**src/cfg_msg_map.svh**
```systemverilog
`ifndef CFG_MSG_MAP_SVH
`define CFG_MSG_MAP_SVH

// ---------------------------------------------------------------
// Message tokens.
// ---------------------------------------------------------------
`define TOK_WRITE 8'hC0
`define TOK_READ 8'hC1
`define TOK_END 8'h01
`define TOK_ACK 8'h03
`define TOK_NACK 8'h04
`define NO_REPLY_LOW 8'hFF

// ---------------------------------------------------------------
// Register file layout.
// ---------------------------------------------------------------
`define REG_COUNT 16
`define REG_AW 4
`define REG_RESET 32'h0000_0000

`endif

```
**src/cfg_msg_pkg.sv**
```systemverilog
package cfg_msg_pkg;

   // Byte of a message with its control-token marker.
   typedef struct packed {
      logic ctrl;
      logic [7:0] data;
   } token_t;

   // Receive sequencer states.
   typedef enum logic [3:0] {
      S_IDLE, S_RET, S_REGN, S_DATA, S_END, S_EXEC, S_REPLY, S_DRAIN
   } state_t;

endpackage

```
**src/cfg_msg_endpoint.sv**
```systemverilog
`timescale 1ns/1ps
`include "cfg_msg_map.svh"

module cfg_msg_endpoint (
   input wire logic clk, // Core clock.
   input wire logic rst_b, // Asynchronous reset, active low.
   input wire logic rxValid, // Incoming token present.
   input wire cfg_msg_pkg::token_t rxTok, // Incoming token.
   output logic rxReady, // Endpoint accepts a token.
   output logic txValid, // Outgoing token present.
   output cfg_msg_pkg::token_t txTok, // Outgoing token.
   input wire logic txReady, // Interconnect takes the token.
   output logic [23:0] replyDest, // Return channel-end for reply.
   output logic busy // Request in progress.
);

   // ---------------------------------------------------------------
   // Declarations.
   // ---------------------------------------------------------------

   cfg_msg_pkg::state_t state; // Sequencer state.
   logic isRead; // Current request is a read.
   logic bad; // Malformed sequence seen.
   logic [2:0] cnt; // Byte counter within a field.
   logic [23:0] retId; // Collected return identifier.
   logic [15:0] regNum; // Collected register number.
   logic [31:0] wdata; // Collected write data.
   logic [31:0] rdata; // Stored word read back.
   logic [2:0] txIdx; // Reply token index.
   logic [2:0] txLen; // Reply length in tokens.
   logic ok; // Access succeeded.
   logic memWe; // Register store write strobe.
   logic rxFire; // Token accepted this cycle.
   logic txFire; // Token delivered this cycle.

   assign rxFire = rxValid && rxReady;
   assign txFire = txValid && txReady;

   // Shift a byte into the low end of a word, earlier bytes moving up.
   function automatic logic [31:0] shiftIn(input logic [31:0] w, input logic [7:0] b);
      shiftIn = {w[23:0], b};
   endfunction

   // Register number is valid when it falls in the implemented range.
   function automatic logic regValid(input logic [15:0] n);
      regValid = (n < 16'(`REG_COUNT));
   endfunction

   // ---------------------------------------------------------------
   // Register store.
   // ---------------------------------------------------------------

   assign memWe = (state == cfg_msg_pkg::S_EXEC) && !isRead && !bad && regValid(regNum);

   cfg_reg_mem u_mem (
      .clk(clk),
      .rst_b(rst_b),
      .we(memWe),
      .addr(regNum[`REG_AW-1:0]),
      .wdata(wdata),
      .rdata(rdata)
   );

   // ---------------------------------------------------------------
   // Request sequencer.
   // ---------------------------------------------------------------

   // Walk the request fields one token at a time.
   always_ff @(posedge clk or negedge rst_b) begin
      if (!rst_b) begin
         state <= cfg_msg_pkg::S_IDLE;
         cnt <= 3'h0;
         isRead <= 1'b0;
         bad <= 1'b0;
      end else begin
         case (state)
            cfg_msg_pkg::S_IDLE: begin
               // A header token starts a request; anything else is dropped.
               if (rxFire && rxTok.ctrl) begin
                  isRead <= (rxTok.data == `TOK_READ);
                  bad <= !(rxTok.data == `TOK_READ || rxTok.data == `TOK_WRITE);
                  cnt <= 3'h0;
                  if (rxTok.data == `TOK_READ || rxTok.data == `TOK_WRITE) begin
                     state <= cfg_msg_pkg::S_RET;
                  end
               end
            end
            cfg_msg_pkg::S_RET: begin
               // Three bytes of return identifier.
               if (rxFire) begin
                  if (rxTok.ctrl) begin
                     bad <= 1'b1;
                  end
                  cnt <= (cnt == 3'h2) ? 3'h0 : cnt + 3'h1;
                  if (cnt == 3'h2) begin
                     state <= cfg_msg_pkg::S_REGN;
                  end
               end
            end
            cfg_msg_pkg::S_REGN: begin
               // Two bytes of register number, then data for a write.
               if (rxFire) begin
                  if (rxTok.ctrl) begin
                     bad <= 1'b1;
                  end
                  cnt <= (cnt == 3'h1) ? 3'h0 : cnt + 3'h1;
                  if (cnt == 3'h1) begin
                     state <= isRead ? cfg_msg_pkg::S_END : cfg_msg_pkg::S_DATA;
                  end
               end
            end
            cfg_msg_pkg::S_DATA: begin
               // Four data bytes for a write.
               if (rxFire) begin
                  if (rxTok.ctrl) begin
                     bad <= 1'b1;
                  end
                  cnt <= (cnt == 3'h3) ? 3'h0 : cnt + 3'h1;
                  if (cnt == 3'h3) begin
                     state <= cfg_msg_pkg::S_END;
                  end
               end
            end
            cfg_msg_pkg::S_END: begin
               // The closing token must be control token 1.
               if (rxFire) begin
                  if (!(rxTok.ctrl && rxTok.data == `TOK_END)) begin
                     bad <= 1'b1;
                  end
                  state <= cfg_msg_pkg::S_EXEC;
               end
            end
            cfg_msg_pkg::S_EXEC: begin
               // Perform the access; the read word is ready next cycle.
               state <= cfg_msg_pkg::S_REPLY;
            end
            cfg_msg_pkg::S_REPLY: begin
               // Suppressed writes finish at once.
               if (txLen == 3'h0 || (txFire && txIdx == txLen - 3'h1)) begin
                  state <= cfg_msg_pkg::S_IDLE;
               end
            end
            default: begin
               state <= cfg_msg_pkg::S_IDLE;
            end
         endcase
      end
   end

   // ---------------------------------------------------------------
   // Field capture.
   // ---------------------------------------------------------------

   // Assemble fields most significant byte first.
   always_ff @(posedge clk or negedge rst_b) begin
      if (!rst_b) begin
         retId <= 24'h000000;
         regNum <= 16'h0000;
         wdata <= 32'h0000_0000;
      end else if (rxFire) begin
         if (state == cfg_msg_pkg::S_RET) begin
            retId <= 24'(shiftIn({8'h00, retId}, rxTok.data));
         end
         if (state == cfg_msg_pkg::S_REGN) begin
            regNum <= 16'(shiftIn({16'h0000, regNum}, rxTok.data));
         end
         if (state == cfg_msg_pkg::S_DATA) begin
            wdata <= shiftIn(wdata, rxTok.data);
         end
      end
   end

   // ---------------------------------------------------------------
   // Reply outcome.
   // ---------------------------------------------------------------

   // Decide success and reply length at execution time.
   always_ff @(posedge clk or negedge rst_b) begin
      if (!rst_b) begin
         ok <= 1'b0;
         txLen <= 3'h0;
         replyDest <= 24'h000000;
      end else if (state == cfg_msg_pkg::S_EXEC) begin
         ok <= !bad && regValid(regNum);
         replyDest <= retId;
         if (!isRead && !bad && retId[7:0] == `NO_REPLY_LOW) begin
            txLen <= 3'h0;
         end else if (isRead && !bad && regValid(regNum)) begin
            txLen <= 3'h6;
         end else begin
            txLen <= 3'h2;
         end
      end
   end

   // ---------------------------------------------------------------
   // Reply transmitter.
   // ---------------------------------------------------------------

   // Emit ack or nack, optional data bytes high first, then end token.
   always_ff @(posedge clk or negedge rst_b) begin
      if (!rst_b) begin
         txIdx <= 3'h0;
         txValid <= 1'b0;
         txTok <= '0;
      end else if (state == cfg_msg_pkg::S_REPLY && txLen != 3'h0) begin
         if (!txValid || txReady) begin
            if (txValid && txIdx == txLen - 3'h1) begin
               txValid <= 1'b0;
               txIdx <= 3'h0;
            end else begin
               txValid <= 1'b1;
               txIdx <= txValid ? txIdx + 3'h1 : 3'h0;
            end
         end
         if (!txValid) begin
            txTok <= '{ctrl: 1'b1, data: ok ? `TOK_ACK : `TOK_NACK};
         end else if (txReady) begin
            if (txIdx + 3'h1 == txLen - 3'h1) begin
               txTok <= '{ctrl: 1'b1, data: `TOK_END};
            end else begin
               txTok <= '{ctrl: 1'b0, data: rdata[8'(5'(31 - 8 * txIdx)) -: 8]};
            end
         end
      end else begin
         txValid <= 1'b0;
         txIdx <= 3'h0;
      end
   end

   // Handshake and status flags from flip-flops.
   always_ff @(posedge clk or negedge rst_b) begin
      if (!rst_b) begin
         rxReady <= 1'b0;
         busy <= 1'b0;
      end else begin
         rxReady <= (state != cfg_msg_pkg::S_EXEC) && (state != cfg_msg_pkg::S_REPLY)
                    && !(rxFire && state == cfg_msg_pkg::S_END);
         busy <= (state != cfg_msg_pkg::S_IDLE);
      end
   end
endmodule

```
**src/cfg_reg_mem.sv**
```systemverilog
`timescale 1ns/1ps
`include "cfg_msg_map.svh"

// Small register store with registered read data.
module cfg_reg_mem (
   input wire logic clk, // Core clock.
   input wire logic rst_b, // Asynchronous reset, active low.
   input wire logic we, // Write strobe.
   input wire logic [`REG_AW-1:0] addr, // Word index.
   input wire logic [31:0] wdata, // Write data.
   output logic [31:0] rdata // Registered read data.
);

   // Storage words.
   logic [31:0] mem [`REG_COUNT];

   // -------------------------------------------------------------
   // Write and read ports.
   // -------------------------------------------------------------

   // Store on write and present the addressed word a cycle later.
   always_ff @(posedge clk or negedge rst_b) begin
      if (!rst_b) begin
         for (int i = 0; i < `REG_COUNT; i++) begin
            mem[i] <= `REG_RESET;
         end
         rdata <= `REG_RESET;
      end else begin
         if (we) begin
            mem[addr] <= wdata;
         end
         rdata <= mem[addr];
      end
   end

endmodule

```
**config.mk**
```make
export PLATFORM = sky130hd
export DESIGN_NAME = cfg_msg_endpoint
export DESIGN_NICKNAME = d
export VERILOG_FILES = /design/src/cfg_msg_pkg.sv /design/src/cfg_msg_endpoint.sv /design/src/cfg_reg_mem.sv
export VERILOG_INCLUDE_DIRS = /design/src
export SDC_FILE = /design/constraint.sdc
export NUM_CORES = 1
export LEC_CHECK = 0
export ABC_AREA = 1
export BUFFER_PORTS_ARGS = -buffer_cell sky130_fd_sc_hd__buf_4
export CAP_MARGIN = 0
export CORE_UTILIZATION = 63
export CTS_CLUSTER_SIZE = 24
export DETAILED_ROUTE_END_ITERATION = 7
export GPL_TIMING_DRIVEN = 0
export PLACE_DENSITY = 0.8
export SLEW_MARGIN = 20
export SYNTH_ARGS = -nofsm -noshare
export SYNTH_HDL_FRONTEND = slang
export SYNTH_SLANG_ARGS = --single-unit
export TNS_END_PERCENT = 50
```
**constraint.sdc**
```tcl
create_clock -name clk -period 2.3 [get_ports clk]
set_input_delay 0.345 -clock clk [delete_from_list [all_inputs] [get_ports clk]]
set_output_delay 0.345 -clock clk [all_outputs]
set_load 0.02 [all_outputs]
```
==> results of run 1 <==
## kinds of logic after synthesis
kind of cell / share of synthesized area (%)
AOI/OAI and AO/OA: 16.51
xor gates and xnor gates: 0.03116
adders and majority gates: 0.3115
buffers and inverters: 5.451
DFF: 59.28
muxes: 0.08010
and+or+nand+nor: 18.33
## per-layer routing
metal | global-route usage [%] | vias to the layer above | share of wire, %
met4 | 27.61 | 6 | 7.0
met3 | 14.71 | 503 | 13
li1 | - | 10756 | -
met5 | 0 | - | 0.035
met1 | 55.65 | 12333 | 36
met2 | 63.15 | 1826 | 44
## worst min-delay path by stage
stage / startpoint / to / slack (ps)
after floorplan: rst_b / bad$_DFFE_PN0P_ / 50
after global placement: retId[20]$_DFFE_PN0P_ / replyDest[20]$_DFFE_PN0P_ / 460
after detailed placement: rst_b / u_mem.mem[423]$_DFFE_PN0P_ / 240
after CTS: rxTok[1] / retId[1]$_DFFE_PN0P_ / 60
after global routing: rxTok[5] / retId[5]$_DFFE_PN0P_ / 80
final: rxTok[1] / retId[1]$_DFFE_PN0P_ / 60
## per-stage QoR
stage / hold WS, ps / std cells
finish: 61.69 / 3971
global route: 76.31 / 3970
CTS: 63.00 / 3968
detailed placement: 238.2 / 3845
global placement: 455.5 / 3838
floorplan: 49.41 / 3198
## synth_stat cells
| cell type | number | area [sq um] |
|---|---|---|
| nand2_1 | 1160 | 4354 |
| dfrtp_1 | 666 | 16670 |
| o21ai_1 | 320 | 1602 |
| o21ai_0 | 307 | 1536 |
| a22oi_1 | 193 | 1449 |
| inv_1 | 158 | 593.1 |
| clkbuf_1 | 150 | 563.0 |
| nor2_1 | 67 | 251.5 |
| buf_2 | 64 | 320.3 |
| nand4_1 | 37 | 231.5 |
| nand3_1 | 22 | 110.1 |
| nand2_4 | 10 | 112.6 |
| buf_1 | 8 | 30.03 |
| ha_1 | 7 | 87.58 |
| nor3_1 | 6 | 30.03 |
| o22ai_1 | 5 | 31.28 |
| inv_2 | 3 | 11.26 |
| a21oi_1 | 2 | 10.01 |
| mux2_2 | 2 | 22.52 |
| nor4_1 | 2 | 12.51 |
| or2_2 | 2 | 12.51 |
| a211oi_1 | 1 | 7.510 |
| buf_8 | 1 | 15.01 |
| nand3_4 | 1 | 17.52 |
| nand3b_2 | 1 | 11.26 |
| nor2_4 | 1 | 11.26 |
| o31ai_1 | 1 | 7.510 |
| xor2_1 | 1 | 8.760 |
## registers in the layout (all words and copies together), names as in the netlist
signal	count
bad	1
txValid	1
u_mem.rdata	32
retId	24
txLen	2
state	3
replyDest	24
txTok	9
rxReady	1
wdata	32
regNum	16
cnt	3
u_mem.mem	512
ok	1
isRead	1
busy	1
txIdx	3
## timing repair
item,4_1_cts,5_1_grt
resized for setup,66,103
cloned,0,1
endpoints found under the setup margin,187,431
setup buffers,0,1
endpoints found under the hold margin,37,0
hold buffers,2,0
## critical path, delay by kind of cell, from the launching register on
family,cells,cell delay [ps]
buffers and inverters,4,860
and+or+nand+nor,5,740
DFF,1,480
AOI/OAI and AO/OA,1,130
## cell type report
cell class	count	area, sq um	share of cell area [%]
Antenna cell	1	2.502	0.007803
Buffer	223	1081	3.371
Clock buffer	99	2074	6.469
Clock inverter	22	294.0	0.9169
Inverter	161	604.3	1.885
Multi-Input combinational cell	2148	9970	31.09
Sequential cell	666	16670	51.97
Tap cell	592	740.7	2.310
Timing Repair Buffer	59	635.6	1.982
## power groups by stage
stage                     clock (W)  combinational, W  sequential, W
final                        0.0118           0.00773         0.0131
after CTS                    0.0117           0.00727         0.0131
after global routing         0.0122           0.00805         0.0132
after floorplan                   0           0.00347         0.0134
after detailed placement          0           0.00709         0.0133
after global placement            0           0.00687         0.0133
==> results.sh, run 1 <==
export IMPL_status="finished, violations left"
export IMPL_failed_checks="setup timing"
export IMPL_critPathLaunch="regNum[1]$_DFFE_PN0P_"
export IMPL_initial_core_util_pct=63.72
export IMPL_grt_max_degree=105
export IMPL_finalMaxSlewViolations=0
export IMPL_area_delta_synth_final_pct=14.06
export IMPL_clk_pin_slew_ps=60
export IMPL_wl_mm=95.88
export IMPL_leakagePower_nw=15.36
export IMPL_cp_slowest_cell="dfrtp_1"
export IMPL_setup_viol_count_final=2
export IMPL_insertion_delay_ps=620
export IMPL_track_usage_pct=43.33
export IMPL_htreeDepth=3
export IMPL_num_rows=77
export IMPL_clockBufferDepth=3
export IMPL_cts_sinks=666
export IMPL_layout_min_cycle_time_ps=2351
export IMPL_syn_inst=3198
export IMPL_rrSetupSlack_ps=-50
export IMPL_critPathArrivalTime_ps=2840
export IMPL_fill_cells=3330
export IMPL_drive_gt1_share_pct=10.36
export IMPL_place_area_sq_um=29420
export IMPL_ys_warn_count=0
export IMPL_final_cell_mix="1151 x nand2_1, 666 x dfrtp_1, 320 x o21ai_1"
export IMPL_io_pins=49
export IMPL_wl_per_cell_microns=24.14
export IMPL_max_stage_delay_ps=480
export IMPL_cap_violations=0
export IMPL_grt_pass1_vias=24858
export IMPL_fin_crit_sh_pct=102.2
export IMPL_power_switching_w=0.01149
export IMPL_cts_buffers=68
export IMPL_crit_top_cell="nand2_1"
export IMPL_final_area_sq_um=32070
export IMPL_cp_required_ps=2790
export IMPL_p_int_w=0.02114
export IMPL_finalPower_w=0.03263
export IMPL_cts_root_buf="clkbuf_16"
export IMPL_utilization_pct=72.68
export IMPL_final_common_cell="nand2_1"
export IMPL_cts_tree="yes"
export IMPL_switching_share_pct=35.21
export IMPL_critical_path_max_fanout=10
export IMPL_p_per_area_nw_per_um2=1018
export IMPL_ys_ff_latch=666
export IMPL_timing_rr_end="u_mem.rdata[9]$_DFF_PN0_"
export IMPL_skew_ps=18.68
export IMPL_critPathCaptureType="flop"
export IMPL_routed_via_density=6.402
export IMPL_relSlewSlack_pct=37.05
export IMPL_grt_ovfl_total=0
export IMPL_die_x_microns=213.3
export IMPL_fin_setup_tns_ps=-57.23
export IMPL_rsz0062_at_grt="yes"
export IMPL_netlist_area_sq_um=28120
export IMPL_r2r_cells=10
export IMPL_core_area_sq_um=44120
export IMPL_synth_nets=3218
export IMPL_syn_area_per_cell_sq_um=8.792
export IMPL_hpwl_mm=62.13
export IMPL_die_y_microns=213.3
export IMPL_finalHoldViolCount=0
export IMPL_holdPathStages=3
export IMPL_cp_endpoint="u_mem.rdata[9]$_DFF_PN0_"
export IMPL_fin_ws_ps=-50.59
export IMPL_path_cells="inv_1 > nor2_2 > clkbuf_4 > clkbuf_2 > a22oi_1 > nand2_1 > nand2_1 > nand2_1 > inv_1 > nand2_1"
export IMPL_globalplace_congestion=0.9905
export IMPL_fp_dieArea_sq_um=45480
export IMPL_max_freq_mhz=425.4
export IMPL_hold_class="input port to flop"
export IMPL_drtIter0Drc=3857
export IMPL_post_place_ws_ps=-461.7
export IMPL_synth_seq_area_share_pct=59.28
export IMPL_crit_path_start_kind="flop"
export IMPL_layout_nets=3347
export IMPL_ant_nets=0
export IMPL_drc=0
export IMPL_vias=25424
export IMPL_io_buffers=48
export IMPL_pwr_share_comb_pct=23.7
export IMPL_synthDistinctLibCells=28
export IMPL_vdd_ir_drop_max_mv=0.6874
export IMPL_r2r_start="regNum[1]$_DFFE_PN0P_"
export IMPL_dr_pass1_iters=7
export IMPL_critPathKind="flop to flop"
export IMPL_worst_pin_slew_ps=944.3
export IMPL_antenna_found_initial=7
export IMPL_pwr_share_clk_pct=36.0
export IMPL_p_seq_share_pct=40.3
export IMPL_grt_pass1_wl_mm=144.4
No activity file was read; power rests on OpenSTA's default activity.
==> inputs of run 2 (changes only) <==
ABC_AREA = not set   (was 1)
BUFFER_PORTS_ARGS = not set   (was -buffer_cell sky130_fd_sc_hd__buf_4)
DONT_BUFFER_PORTS = 1   (was not set)
PLACE_DENSITY = 0.79   (was 0.8)
==> results.sh, run 2 <==
export IMPL_grt_pass1_vias=18479
export IMPL_grt_max_degree=667
export IMPL_num_rows=78
export IMPL_ys_warn_count=0
export IMPL_critPathArrivalTime_ps=3370
export IMPL_ant_nets=0
export IMPL_dr_pass1_iters=5
export IMPL_fill_cells=2029
export IMPL_ys_async_sr_fraction_pct=100.0
export IMPL_synth_top_flop_cell="dfrtp_1"
export IMPL_cts_sinks=666
export IMPL_hpwl_mm=43.23
export IMPL_synthTopCellsByCount="666 x dfrtp_1, 574 x mux2_2, 168 x mux4_2"
export IMPL_ys_ff_latch=666
export IMPL_ctsHoldBuffers=11
export IMPL_synth_nets=1763
export IMPL_globalplace_congestion=0.8595
export IMPL_critical_path_max_fanout=8
export IMPL_clockBufferDepth=3
export IMPL_die_x_microns=217.4
export IMPL_clk_pin_slew_ps=70
export IMPL_netlist_area_sq_um=29220
export IMPL_drtIter0Drc=2001
export IMPL_insertion_delay_ps=610
export IMPL_holdWs_ps=-553.1
export IMPL_core_area_sq_um=45580
export IMPL_cts_root_buf="clkbuf_16"
export IMPL_finalHoldViolCount=666
export IMPL_wl_mm=91.34
export IMPL_max_freq_mhz=347.1
export IMPL_final_area_sq_um=36630
export IMPL_worst_pin_slew_ps=2406
export IMPL_drive_gt1_share_pct=55.39
export IMPL_layout_nets=1958
export IMPL_cp_required_ps=2790
export IMPL_p_int_w=0.02191
export IMPL_grt_pass1_wl_mm=118.4
export IMPL_final_common_cell="dfrtp_1"
export IMPL_p_per_area_nw_per_um2=881.7
export IMPL_wl_per_cell_microns=35.33
export IMPL_hold_class="input port to asynchronous set/reset pin"
export IMPL_yosys_top_cells_area="dfrtp_1 57%, mux2_2 22%, mux4_2 13%"
export IMPL_rsz0062_at_grt="yes"
export IMPL_fin_ws_ps=-581.3
export IMPL_rrSetupSlack_ps=-580
export IMPL_top_regs="u_mem.mem (512), u_mem.rdata (32), wdata (32)"
export IMPL_layout_min_cycle_time_ps=2881
export IMPL_leakagePower_nw=16.97
export IMPL_skew_ps=24.72
export IMPL_critPathKind="flop to flop"
export IMPL_die_y_microns=217.4
export IMPL_finalPower_w=0.03230
export IMPL_pwr_share_comb_pct=21.4
export IMPL_vdd_ir_drop_max_mv=0.7462
export IMPL_syn_area_per_cell_sq_um=16.76
export IMPL_setup_viol_count_final=585
export IMPL_io_buffers=0
export IMPL_failed_checks="hold timing, slew limit, setup timing"
export IMPL_crit_path_start_kind="flop"
export IMPL_largest_reg_flops=512
export IMPL_critPathCaptureType="flop"
export IMPL_routed_via_density=7.052
export IMPL_switching_share_pct=32.17
export IMPL_synth_seq_area_share_pct=57.04
export IMPL_relSlewSlack_pct=-60.39
export IMPL_vias=18229
export IMPL_yosysMostFrequentCell="dfrtp_1"
export IMPL_finalMaxSlewViolations=418
export IMPL_cts_buffers=69
export IMPL_area_delta_synth_final_pct=25.37
export IMPL_cap_violations=0
export IMPL_fin_setup_tns_ps=-240610
export IMPL_synthDistinctLibCells=48
export IMPL_fp_dieArea_sq_um=47250
export IMPL_cts_tree="yes"
export IMPL_antenna_found_initial=1
export IMPL_p_seq_share_pct=42.8
export IMPL_grt_ovfl_total=0
export IMPL_fin_crit_sh_pct=125.3
export IMPL_initial_core_util_pct=64.11
export IMPL_drc=0
export IMPL_io_pins=49
export IMPL_htreeDepth=3
export IMPL_status="finished, violations left"
export IMPL_synth_top_area_share_pct=57.04
export IMPL_final_cell_mix="666 x dfrtp_1, 396 x mux2_4, 204 x mux2_2"
export IMPL_power_switching_w=0.01039
export IMPL_top_register="u_mem.mem"
export IMPL_syn_inst=1743
export IMPL_synth_top_area_cell="dfrtp_1"
export IMPL_synth_edff_count=0
export IMPL_place_area_sq_um=30070
export IMPL_track_usage_pct=34.64
export IMPL_pwr_share_clk_pct=35.8
-- run 2: cell count changes in the layout (fill, tap and decap cells not counted), moves of 168 or more --
cell | previous run | this run
nand2_1 | 1151 | 20
mux2_2 | 2 | 204
o21ai_1 | 320 | 0
mux4_2 | 0 | 168
a22oi_1 | 193 | 1
mux2_4 | 0 | 396
o21ai_0 | 307 | 16
-- run 2: critical path: stages (launching register included) --
cell       delay [ps]
dfrtp_1           390
or4_1             560
or4_4             550
buf_12            200
nor4_4            230
buf_6             290
clkbuf_16         210
mux2_4            310
-- run 2: final cells by class --
type / count / area (sq um) / share of cell area, %
inverters: 17 / 63.81 / 0.1742
plain buffers: 131 / 1430 / 3.904
repair buffers: 132 / 2128 / 5.810
clock inverters: 17 / 239.0 / 0.6524
diodes: 1 / 2.502 / 0.006831
well taps: 600 / 750.7 / 2.049
multi-input cells: 921 / 13310 / 36.34
clock buffers: 100 / 2038 / 5.564
flip-flops and latches: 666 / 16670 / 45.49
-- run 2: metrics by stage --
step | util [%] | std cells | hold WS [ps] | setup WS (ps)
2_1_floorplan | - | 1743 | 49.41 | -220.0
3_3_place_gp | 65.97 | 2343 | 71.55 | -892.0
3_5_place_dp | 65.98 | 2343 | 72.27 | -804.4
4_1_cts | 76.18 | 2542 | -560.1 | -452.5
5_1_grt | 80.37 | 2584 | -564.7 | -597.2
6_report | 80.38 | 2585 | -553.1 | -581.3
-- run 2: cells by family (layout without fill, tap and decap cells) --
group	Yosys count	in the layout	synth area share, %
adders and majority gates	7	7	0.2997
muxes	779	779	36.49
DFF	666	666	57.04
buffers and inverters	156	397	2.604
AOI/OAI and AO/OA	45	45	1.015
and+or+nand+nor	84	84	2.325
xor gates and xnor gates	6	6	0.2270
other	0	1	0
-- run 2: final timing paths --
kind | startpoint | end | depth (start not counted)
setup / recovery | regNum[14]$_DFFE_PN0P_ | u_mem.mem[417]$_DFFE_PN0P_ | 7
hold / removal | rst_b | u_mem.mem[506]$_DFFE_PN0P_ | 0
setup reg to reg | regNum[14]$_DFFE_PN0P_ | u_mem.mem[417]$_DFFE_PN0P_ | 7
hold reg to reg | u_mem.mem[296]$_DFFE_PN0P_ | u_mem.mem[296]$_DFFE_PN0P_ | 1
max in group asynchronous | rst_b | u_mem.rdata[1]$_DFF_PN0_ | 0
min in group clk | rxTok[0] | bad$_DFFE_PN0P_ | 3
-- run 2: repair_timing --
| item | CTS | global route |
|---|---|---|
| setup endpoints to repair | 615 | 620 |
| cloned | 17 | 27 |
| endpoints found under the hold margin | 695 | 666 |
| buffers inserted | 57 | 21 |
| resized for setup | 382 | 303 |
| pin swaps | 17 | 11 |
-- run 2: power by group through the flow --
stage | registers (W) | clock network [W] | logic (W)
floorplan | 0.0134 | 0 | 0.00431
global placement | 0.0137 | 0 | 0.00603
detailed placement | 0.0137 | 0 | 0.00615
CTS | 0.0137 | 0.0114 | 0.00646
global route | 0.0139 | 0.0120 | 0.00715
finish | 0.0138 | 0.0115 | 0.00692
-- run 2: routing by layer --
layer	share of wire (%)	routed length (microns)	GRT usage, %
met2	47	42760	53.57
met1	38	34570	45.97
met5	0.015	14	0
met4	6.2	5645	16.29
met3	9.1	8353	9.518
